[config.mk]
export PLATFORM = sky130hd
export DESIGN_NAME = ufc_top
export DESIGN_NICKNAME = d
export VERILOG_FILES = /design/src/shared/ufc_pkg.sv /design/src/hw/ufc_top.sv
export SDC_FILE = /design/constraint.sdc
export NUM_CORES = 1
export LEC_CHECK = 0
export ABC_AREA = 1
export BUFFER_PORTS_ARGS = -buffer_cell sky130_fd_sc_hd__buf_4
export CAP_MARGIN = 20
export CORE_UTILIZATION = 40
export CTS_CLUSTER_DIAMETER = 60
export DETAILED_ROUTE_END_ITERATION = 12
export GPL_TIMING_DRIVEN = 0
export SLEW_MARGIN = 15
export SYNTH_ARGS = -nofsm -noshare
export SYNTH_HDL_FRONTEND = slang
export SYNTH_SLANG_ARGS = --single-unit
[constraint.sdc]
create_clock -name clk -period 3.05 [get_ports clk]
set_input_delay 0.7625 -clock clk [delete_from_list [all_inputs] [get_ports clk]]
set_output_delay 0.7625 -clock clk [all_outputs]
set_load 0.005 [all_outputs]
[src/shared/ufc_pkg.sv]
// package for the uart flow control and trigger level block
package ufc_pkg;

  // register offsets (byte addresses, one word each)
  localparam logic [7:0] UFC_OFS_FEAT     = 8'h00;
  localparam logic [7:0] UFC_OFS_TXLVL    = 8'h04;
  localparam logic [7:0] UFC_OFS_RXLVL    = 8'h08;
  localparam logic [7:0] UFC_OFS_FHIGH    = 8'h0C;
  localparam logic [7:0] UFC_OFS_FLOW     = 8'h10;
  localparam logic [7:0] UFC_OFS_PRES     = 8'h14;
  localparam logic [7:0] UFC_OFS_CHAR0    = 8'h18;
  localparam logic [7:0] UFC_OFS_CHAR1    = 8'h1C;
  localparam logic [7:0] UFC_OFS_CHAR2    = 8'h20;
  localparam logic [7:0] UFC_OFS_CHAR3    = 8'h24;
  localparam logic [7:0] UFC_OFS_CTRL     = 8'h28;
  localparam logic [7:0] UFC_OFS_FCRLVL   = 8'h2C;
  localparam logic [7:0] UFC_OFS_ISTAT    = 8'h30;
  localparam logic [7:0] UFC_OFS_IMASK    = 8'h34;
  localparam logic [7:0] UFC_OFS_STATE    = 8'h38;

  // field positions
  localparam int UFC_FEAT_TX1  = 3;
  localparam int UFC_FEAT_TX2  = 2;
  localparam int UFC_FEAT_RX1  = 1;
  localparam int UFC_FEAT_RX2  = 0;
  localparam int UFC_CTRL_F128 = 0;
  localparam int UFC_CTRL_ARTS = 1;
  localparam int UFC_PRES_W    = 4;
  localparam int UFC_NIRQ      = 5;
  localparam int UFC_IRQ_TX    = 0;
  localparam int UFC_IRQ_RX    = 1;
  localparam int UFC_IRQ_PAUSE = 2;
  localparam int UFC_IRQ_RESUM = 3;
  localparam int UFC_IRQ_FLOW  = 4;

  // reset values
  localparam logic [3:0]  UFC_FEAT_RST  = 4'h0;
  localparam logic [7:0]  UFC_LVL_RST   = 8'h00;
  localparam logic [3:0]  UFC_PRES_RST  = 4'h0;
  localparam logic [1:0]  UFC_CTRL_RST  = 2'h0;
  localparam logic [31:0] UFC_SMALL_RST = 32'h0000_0000;
  localparam logic [7:0]  UFC_CHAR_RST  = 8'h00;

  // level limits
  localparam logic [7:0] UFC_LVL_MIN = 8'h01;
  localparam logic [7:0] UFC_LVL_MAX = 8'h80;

  // host register port
  typedef struct packed {
    logic [7:0]  addr;
    logic [31:0] wdata;
    logic        wr;
    logic        rd;
  } ufc_req_t;

  // flow state
  typedef enum {UFC_FLOW_RUN, UFC_FLOW_HELD} ufc_flow_t;

endpackage

[src/hw/ufc_top.sv]
// uart software flow control selection and fifo level registers
//
// The register addresses and the address-and-strobe port were left to the implementer.
`timescale 1ns/1ps

// Function
// - tx bits choose which pause/resume pairs sent
// - rx bits choose which pair is compared
// - rx 11, one tx pair: accept either
// - all ones: send both, need both matched
// - hold 8-bit transmit trigger level
// - hold 8-bit receive trigger level
// - levels programmable one to 128 entries
// - 0x00/0x01 mean one, 0x80 means 128
// - hold 8-bit high flow threshold
// - hold 8-bit low flow threshold
// - compare occupancy to thresholds, stop/restart
// - levels apply only in 128 fifo mode
// - 4-bit prescaler, reset zero, upper reserved
// - selection low nibble, cleared at reset
// - auto request high above trigger, low below trigger minus one
module ufc_top (
  // clock and reset
  input  wire logic              clk,
  input  wire logic              rst_n,
  // host register port
  input  wire ufc_pkg::ufc_req_t req,
  output logic [31:0]            rdata,
  output logic                   irq,
  // fifo occupancy from the data path
  input  wire logic [7:0]        tx_fill,
  input  wire logic [7:0]        rx_fill,
  // received character stream
  input  wire logic              rx_char_vld,
  input  wire logic [7:0]        rx_char,
  // decoded settings to the data path
  output logic                   tx_send_first,
  output logic                   tx_send_second,
  output logic [3:0]             clock_prescaler,
  // flow control outputs
  output logic                   tx_irq_cond,
  output logic                   rx_irq_cond,
  output logic                   remote_pause_req,
  output logic                   remote_resume_req,
  output logic                   local_tx_paused,
  output logic                   rts_req
);
  import ufc_pkg::*;

  logic [3:0]  feat_r;
  logic [7:0]  txlvl_r;
  logic [7:0]  rxlvl_r;
  logic [7:0]  fhigh_r;
  logic [7:0]  flow_r;
  logic [3:0]  pres_r;
  logic [7:0]  first_resume_char_r;
  logic [7:0]  second_resume_char_r;
  logic [7:0]  first_pause_char_r;
  logic [7:0]  second_pause_char_r;
  logic [1:0]  ctrl_r;
  logic [31:0] fcrlvl_r;
  logic [UFC_NIRQ-1:0] istat_r;
  logic [UFC_NIRQ-1:0] imask_r;
  logic [31:0] rdata_nxt;
  ufc_flow_t   flow_st_r;
  logic        tx_paused_r;
  logic        rts_r;
  logic        pend_resume_r;
  logic        pend_pause_r;
  logic        tx_cond_d_r;
  logic        rx_cond_d_r;
  logic        held_d_r;
  logic        sel_first_r;
  logic        sel_second_r;

  // effective levels: 0 and 1 give one, above 0x80 clamps to 128
  // clamping keeps undefined codes away from the comparators
  function automatic logic [7:0] eff_lvl(input logic [7:0] v);
    if (v < UFC_LVL_MIN) begin
      eff_lvl = UFC_LVL_MIN;
    end else if (v > UFC_LVL_MAX) begin
      eff_lvl = UFC_LVL_MAX;
    end else begin
      eff_lvl = v;
    end
  endfunction

  // in 32 fifo mode the small-fifo level bytes supply the levels
  // so software can switch modes without reprogramming anything
  logic [7:0] tx_lvl;
  logic [7:0] rx_lvl;
  logic [7:0] hi_lvl;
  logic [7:0] lo_lvl;
  logic       wr_hit;
  assign tx_lvl = ctrl_r[UFC_CTRL_F128] ? eff_lvl(txlvl_r)
                                        : eff_lvl(fcrlvl_r[7:0]);
  assign rx_lvl = ctrl_r[UFC_CTRL_F128] ? eff_lvl(rxlvl_r)
                                        : eff_lvl(fcrlvl_r[15:8]);
  assign hi_lvl = ctrl_r[UFC_CTRL_F128] ? eff_lvl(fhigh_r)
                                        : eff_lvl(fcrlvl_r[23:16]);
  assign lo_lvl = ctrl_r[UFC_CTRL_F128] ? eff_lvl(flow_r)
                                        : eff_lvl(fcrlvl_r[31:24]);
  assign wr_hit = req.wr;

  // configuration registers written by software
  always_ff @(posedge clk) begin
    if (!rst_n) begin
      feat_r   <= UFC_FEAT_RST;
      txlvl_r  <= UFC_LVL_RST;
      rxlvl_r  <= UFC_LVL_RST;
      fhigh_r  <= UFC_LVL_RST;
      flow_r   <= UFC_LVL_RST;
      pres_r   <= UFC_PRES_RST;
      ctrl_r   <= UFC_CTRL_RST;
      fcrlvl_r <= UFC_SMALL_RST;
      imask_r  <= '0;
    end else if (wr_hit) begin
      case (req.addr)
        UFC_OFS_FEAT:   feat_r   <= req.wdata[3:0];
        UFC_OFS_TXLVL:  txlvl_r  <= req.wdata[7:0];
        UFC_OFS_RXLVL:  rxlvl_r  <= req.wdata[7:0];
        UFC_OFS_FHIGH:  fhigh_r  <= req.wdata[7:0];
        UFC_OFS_FLOW:   flow_r   <= req.wdata[7:0];
        UFC_OFS_PRES:   pres_r   <= req.wdata[3:0];
        UFC_OFS_CTRL:   ctrl_r   <= req.wdata[1:0];
        UFC_OFS_FCRLVL: fcrlvl_r <= req.wdata;
        UFC_OFS_IMASK:  imask_r  <= req.wdata[UFC_NIRQ-1:0];
        default: ;
      endcase
    end
  end

  // flow characters held apart from the level registers
  always_ff @(posedge clk) begin
    if (!rst_n) begin
      first_resume_char_r  <= UFC_CHAR_RST;
      second_resume_char_r <= UFC_CHAR_RST;
      first_pause_char_r   <= UFC_CHAR_RST;
      second_pause_char_r  <= UFC_CHAR_RST;
    end else if (wr_hit) begin
      case (req.addr)
        UFC_OFS_CHAR0: first_resume_char_r  <= req.wdata[7:0];
        UFC_OFS_CHAR1: second_resume_char_r <= req.wdata[7:0];
        UFC_OFS_CHAR2: first_pause_char_r   <= req.wdata[7:0];
        UFC_OFS_CHAR3: second_pause_char_r  <= req.wdata[7:0];
        default: ;
      endcase
    end
  end

  // receive matching; combined mode needs two chars in order
  logic rx1;
  logic rx2;
  logic both;
  logic m_r1;
  logic m_r2;
  logic m_p1;
  logic m_p2;
  logic hit_resume;
  logic hit_pause;
  logic [1:0] half_r; // bit0 first resume seen, bit1 first pause seen
  assign rx1  = feat_r[UFC_FEAT_RX1];
  assign rx2  = feat_r[UFC_FEAT_RX2];
  assign both = &feat_r;
  assign m_r1 = rx_char_vld && (rx_char == first_resume_char_r);
  assign m_r2 = rx_char_vld && (rx_char == second_resume_char_r);
  assign m_p1 = rx_char_vld && (rx_char == first_pause_char_r);
  assign m_p2 = rx_char_vld && (rx_char == second_pause_char_r);

  always_comb begin
    hit_resume = 1'b0;
    hit_pause  = 1'b0;
    if (both) begin
      hit_resume = m_r2 && half_r[0];
      hit_pause  = m_p2 && half_r[1];
    end else if (rx1 && rx2) begin
      hit_resume = m_r1 || m_r2;
      hit_pause  = m_p1 || m_p2;
    end else if (rx1) begin
      hit_resume = m_r1;
      hit_pause  = m_p1;
    end else if (rx2) begin
      hit_resume = m_r2;
      hit_pause  = m_p2;
    end
  end

  // partial match of a combined pair; any other char breaks it
  // idle cycles with no valid char keep the half match
  always_ff @(posedge clk) begin
    if (!rst_n || !both) begin
      half_r <= 2'b00;
    end else if (rx_char_vld) begin
      half_r <= {m_p1, m_r1};
    end
  end

  // remote pause state of our own transmitter
  always_ff @(posedge clk) begin
    if (!rst_n || !(rx1 || rx2)) begin
      tx_paused_r <= 1'b0;
    end else if (hit_pause) begin
      tx_paused_r <= 1'b1;
    end else if (hit_resume) begin
      tx_paused_r <= 1'b0;
    end
  end

  // stop/restart remote: hysteresis between high and low levels
  always_ff @(posedge clk) begin
    if (!rst_n) begin
      flow_st_r <= UFC_FLOW_RUN;
    end else begin
      case (flow_st_r)
        UFC_FLOW_RUN:
          if (rx_fill >= hi_lvl) flow_st_r <= UFC_FLOW_HELD;
        UFC_FLOW_HELD:
          if (rx_fill <= lo_lvl) flow_st_r <= UFC_FLOW_RUN;
        default: flow_st_r <= UFC_FLOW_RUN;
      endcase
    end
  end

  // pending in-band chars; only meaningful when a tx pair is chosen
  logic tx_any;
  logic held;
  assign tx_any = feat_r[UFC_FEAT_TX1] || feat_r[UFC_FEAT_TX2];
  assign held   = (flow_st_r == UFC_FLOW_HELD);
  always_ff @(posedge clk) begin
    if (!rst_n) begin
      held_d_r      <= 1'b0;
      pend_pause_r  <= 1'b0;
      pend_resume_r <= 1'b0;
      sel_first_r   <= 1'b0;
      sel_second_r  <= 1'b0;
    end else begin
      held_d_r      <= held;
      pend_pause_r  <= tx_any && held && !held_d_r;
      pend_resume_r <= tx_any && !held && held_d_r;
      sel_first_r   <= feat_r[UFC_FEAT_TX1];
      sel_second_r  <= feat_r[UFC_FEAT_TX2];
    end
  end

  // auto request: up above rx trigger, down below trigger minus one
  // the one-entry gap keeps the request from chattering at the level
  always_ff @(posedge clk) begin
    if (!rst_n || !ctrl_r[UFC_CTRL_ARTS]) begin
      rts_r <= 1'b0;
    end else if (rx_fill > rx_lvl) begin
      rts_r <= 1'b1;
    end else if (rx_fill < rx_lvl - 8'h01) begin
      rts_r <= 1'b0;
    end
  end

  // interrupt conditions from fifo levels
  logic tx_cond;
  logic rx_cond;
  assign tx_cond = (tx_fill <= tx_lvl);
  assign rx_cond = (rx_fill >= rx_lvl);
  always_ff @(posedge clk) begin
    if (!rst_n) begin
      tx_cond_d_r <= 1'b0;
      rx_cond_d_r <= 1'b0;
    end else begin
      tx_cond_d_r <= tx_cond;
      rx_cond_d_r <= rx_cond;
    end
  end

  // sticky events, set wins over a write-one clear
  // so an event in the clearing cycle is never lost
  logic [UFC_NIRQ-1:0] ev;
  assign ev[UFC_IRQ_TX]    = tx_cond && !tx_cond_d_r;
  assign ev[UFC_IRQ_RX]    = rx_cond && !rx_cond_d_r;
  assign ev[UFC_IRQ_PAUSE] = hit_pause;
  assign ev[UFC_IRQ_RESUM] = hit_resume;
  assign ev[UFC_IRQ_FLOW]  = held != held_d_r;
  genvar gi;
  generate
    for (gi = 0; gi < UFC_NIRQ; gi++) begin : g_irq
      always_ff @(posedge clk) begin
        if (!rst_n) begin
          istat_r[gi] <= 1'b0;
        end else if (ev[gi]) begin
          istat_r[gi] <= 1'b1;
        end else if (wr_hit && req.addr == UFC_OFS_ISTAT
                     && req.wdata[gi]) begin
          istat_r[gi] <= 1'b0;
        end
      end
    end
  endgenerate

  // read mux; unmapped addresses read zero
  always_comb begin
    rdata_nxt = 32'h0000_0000;
    case (req.addr)
      UFC_OFS_FEAT:   rdata_nxt[3:0] = feat_r;
      UFC_OFS_TXLVL:  rdata_nxt[7:0] = txlvl_r;
      UFC_OFS_RXLVL:  rdata_nxt[7:0] = rxlvl_r;
      UFC_OFS_FHIGH:  rdata_nxt[7:0] = fhigh_r;
      UFC_OFS_FLOW:   rdata_nxt[7:0] = flow_r;
      UFC_OFS_PRES:   rdata_nxt[3:0] = pres_r;
      UFC_OFS_CHAR0:  rdata_nxt[7:0] = first_resume_char_r;
      UFC_OFS_CHAR1:  rdata_nxt[7:0] = second_resume_char_r;
      UFC_OFS_CHAR2:  rdata_nxt[7:0] = first_pause_char_r;
      UFC_OFS_CHAR3:  rdata_nxt[7:0] = second_pause_char_r;
      UFC_OFS_CTRL:   rdata_nxt[1:0] = ctrl_r;
      UFC_OFS_FCRLVL: rdata_nxt      = fcrlvl_r;
      UFC_OFS_ISTAT:  rdata_nxt[UFC_NIRQ-1:0] = istat_r;
      UFC_OFS_IMASK:  rdata_nxt[UFC_NIRQ-1:0] = imask_r;
      UFC_OFS_STATE:  rdata_nxt[2:0] = {rts_r, tx_paused_r, held};
      default: ;
    endcase
  end

  // read data registered, valid only the cycle after the strobe
  // zero otherwise, so a stale word never looks like an answer
  always_ff @(posedge clk) begin
    if (!rst_n) begin
      rdata <= 32'h0000_0000;
    end else if (req.rd) begin
      rdata <= rdata_nxt;
    end else begin
      rdata <= 32'h0000_0000;
    end
  end

  // outputs
  assign irq               = |(istat_r & imask_r);
  assign tx_send_first     = sel_first_r;
  assign tx_send_second    = sel_second_r;
  assign clock_prescaler   = pres_r;
  assign tx_irq_cond       = tx_cond_d_r;
  assign rx_irq_cond       = rx_cond_d_r;
  assign remote_pause_req  = pend_pause_r;
  assign remote_resume_req = pend_resume_r;
  assign local_tx_paused   = tx_paused_r;
  assign rts_req           = rts_r;

endmodule // ufc_top

==> reports/metrics.yaml <==
drt:
  drc: 0
  ant_nets: 0
  drt_iter0_drc: 696
  first_pass_iters: 5
  vias_per_cell: 5.28
  wirelength_mm: 28.7
  vias: 8531
  wire_per_inst_um: 17.7
sta:
  hold_violations: 0
  finalMaxSlewViolations: 0
  slew-limit-headroom: 0.459
  setup_viol: 0
  fin_crit_ns: 2.64
  finalCritPeriodShare: 0.866
  tns_ns: 0
  worst_pin_slew_ns: 0.812
  maxClockFrequency_mhz: 379
  rsz0062_at_grt: "false"
  skew_ns: 0.00932
grt:
  grt_pass1_vias: 7931
  grt_util_all_layers: 0.267
  grt_pass1_wl_mm: 44.1
  grt-ovfl-total: 0
  antenna_found_initial: 0
  grt_max_degree: 17
  top_usage_layer: "met2"
  use_met2: 0.440
  gr-usage-met1: 0.353
  grt_use_met3: 0.0368
clocking:
  htree_levels: 4
  cts_tree: "done"
  cts_resized: 0
  cts_setup_buffers: 0
  clockBufferDepth: 2
  cts_hold_buf: 0
  numCtsBuffers: 17
  clock_latency_ns: 0.43
  ctsRootBufferMaster: "clkbuf_16"
  clk_transition_reported_paths_ns: 0.07
  cts_sinks: 160
setup_path:
  path_cells: "inv_1 > buf_2 > nand2_1 > nand2_1 > ha_1 > inv_1 > nor2_1 > nand2_1 > xor2_1 > ha_1 > a21oi_1 > o21ai_0 > o21ai_0 > a21oi_1"
  crit_path_max_incr_delay_ns: 0.36
  crit_start: "ctrl_r[0]$_SDFFE_PN0P_"
  r2r-end: "rts_req$_SDFFE_PP0P_"
  crit_top_cell: "nand2_1"
  cp_data_required_time_ns: 3.37
  path_max_fanout: 10
  critical_path_class: "flop to flop"
  reg2reg_depth: 14
  start_kind: "flop"
  arrival_ns: 2.96
  end_kind: "flop"
  ff2ff_setup_slack_ns: 0.41
  r2r-start: "ctrl_r[0]$_SDFFE_PN0P_"
  crit_slowest_cell: "dfxtp_1"
yosys:
  syn_inst: 1198
  syn-num-nets: 1308
  synth_area_per_cell_um2: 7.16
  seq_area_frac_synth: 0.373
  syn-cell-area_um2: 8580
  synth_edf_count: 0
  synth_flop_cell: "dfxtp_1"
  synthArstFlopShare: 0
  synth_cell_types: 49
  yosysWarningCount: 0
  ys_seq_elements: 160
cells_and_area:
  n_fill_cell: 2180
  fin_nets: 1438
  insertedDiodeCount: 0
  fin_util: 0.492
  mostFrequentLayoutCell: "nand2_1"
  most-common-layout-cells: "nand2_1, inv_1, dfxtp_1"
  area_delta_synth_final_pct: 20.4
  drive_above_1_share: 0.160
power:
  leakage_nw: 4.37
  p_per_area_nw_per_um2: 445
  peakVddDrop_mv: 0.373
place:
  gp_congestion: 0.947
  io_buffers: 111
  hpwlAfterDp_mm: 22.1
worst_hold_path:
  hp-start: "held_d_r$_SDFF_PN0_"
  min_path_type: "flop to flop"
  holdPathEnd: "remote_pause_req$_SDFF_PN0_"
  hold-path-cell-count: 1
floorplan:
  die_area_um2: 22000
  num_io_pins: 114
  start_util: 0.408
  dieHeight_um: 148
  rows: 53
  die_w_um: 148
  core_area_um2: 21000
flow_run:
  cap_violations: 0
run_status:
  status: "complete, no violations"
## critical path: cells and delay by family, from the launching register on
kind	cells	cell delay [ns]
buf+inv	3	0.49
compound gates	4	0.50
simple gates	4	0.61
flops	1	0.36
fa+ha+maj	2	0.42
xor+xnor	1	0.15
## where the power goes
| part | internal, W | total, W | switching (W) | leakage (nW) |
|---|---|---|---|---|
| clock | 0.00116 | 0.00211 | 0.000952 | 0.273 |
| sequential | 0.00210 | 0.00211 | 0.0000112 | 1.29 |
| combinational | 0.000140 | 0.000373 | 0.000233 | 2.81 |
## worst max-delay path by stage
stage,endpoint,cells after the start
after floorplan,rts_req$_SDFFE_PP0P_,16
after global placement,rts_req$_SDFFE_PP0P_,16
after detailed placement,rts_req$_SDFFE_PP0P_,15
after CTS,rts_req$_SDFFE_PP0P_,15
after global routing,rts_req$_SDFFE_PP0P_,15
final,rts_req$_SDFFE_PP0P_,14
## synthesized netlist by cell type, drive strengths merged (3+ instances only)
cell type / n / area share
o21ai: 152 / 0.089
nor3: 15 / 0.010
nand2: 204 / 0.097
xor2: 7 / 0.0071
nor2: 141 / 0.082
o22ai: 21 / 0.015
a21oi: 148 / 0.086
dfxtp: 160 / 0.37
ha: 41 / 0.060
inv: 179 / 0.079
xnor2: 4 / 0.0041
nand3b: 3 / 0.0026
a22oi: 6 / 0.0052
nand3: 49 / 0.038
o211ai: 4 / 0.0035
nand4: 12 / 0.0087
clkbuf: 14 / 0.0061
buf: 18 / 0.016
## metal layers
layer,wire [um],vias up
li1,-,4224
met1,12700,3916
met2,13400,336
met3,1790,55
met4,838,0
met5,0,-
## sequential cells by signal, summed over array words and instances (netlist names), 8 cells and up
name	flops
flow_r	8
txlvl_r	8
second_resume_char_r	8
rdata	32
rxlvl_r	8
first_pause_char_r	8
first_resume_char_r	8
fcrlvl_r	32
second_pause_char_r	8
fhigh_r	8
## cell families after synthesis
group	Yosys count	share of synthesized area
other cells	1	0.000437
flops	160	0.373
xor+xnor	11	0.0112
fa+ha+maj	41	0.0598
compound gates	343	0.210
buf+inv	212	0.102
simple gates	430	0.243
## metrics by stage
step	cell area (um2)	total power, W	instances	hold WS (ns)	worst slack (ns)
after detailed placement	9760	0.00253	1584	0.431	0.345
after global routing	10300	0.00474	1616	0.461	0.00701
after CTS	10300	0.00462	1616	0.439	0.327
final	10300	0.00460	1616	0.438	0.410
after floorplan	8580	0.00235	1198	0.413	0.882
after global placement	9760	0.00252	1584	0.435	0.382
## area by class of cell
cell class | count | area (um2) | area share
Clock inverter | 13 | 126 | 0.0122
Clock buffer | 19 | 443 | 0.0429
Sequential cell | 160 | 3200 | 0.310
Timing Repair Buffer | 111 | 833 | 0.0806
Multi-Input combinational cell | 826 | 4510 | 0.436
Buffer | 32 | 189 | 0.0183
Inverter | 180 | 684 | 0.0662
Tap cell | 275 | 344 | 0.0333
No activity file was read; power rests on OpenSTA's default activity.
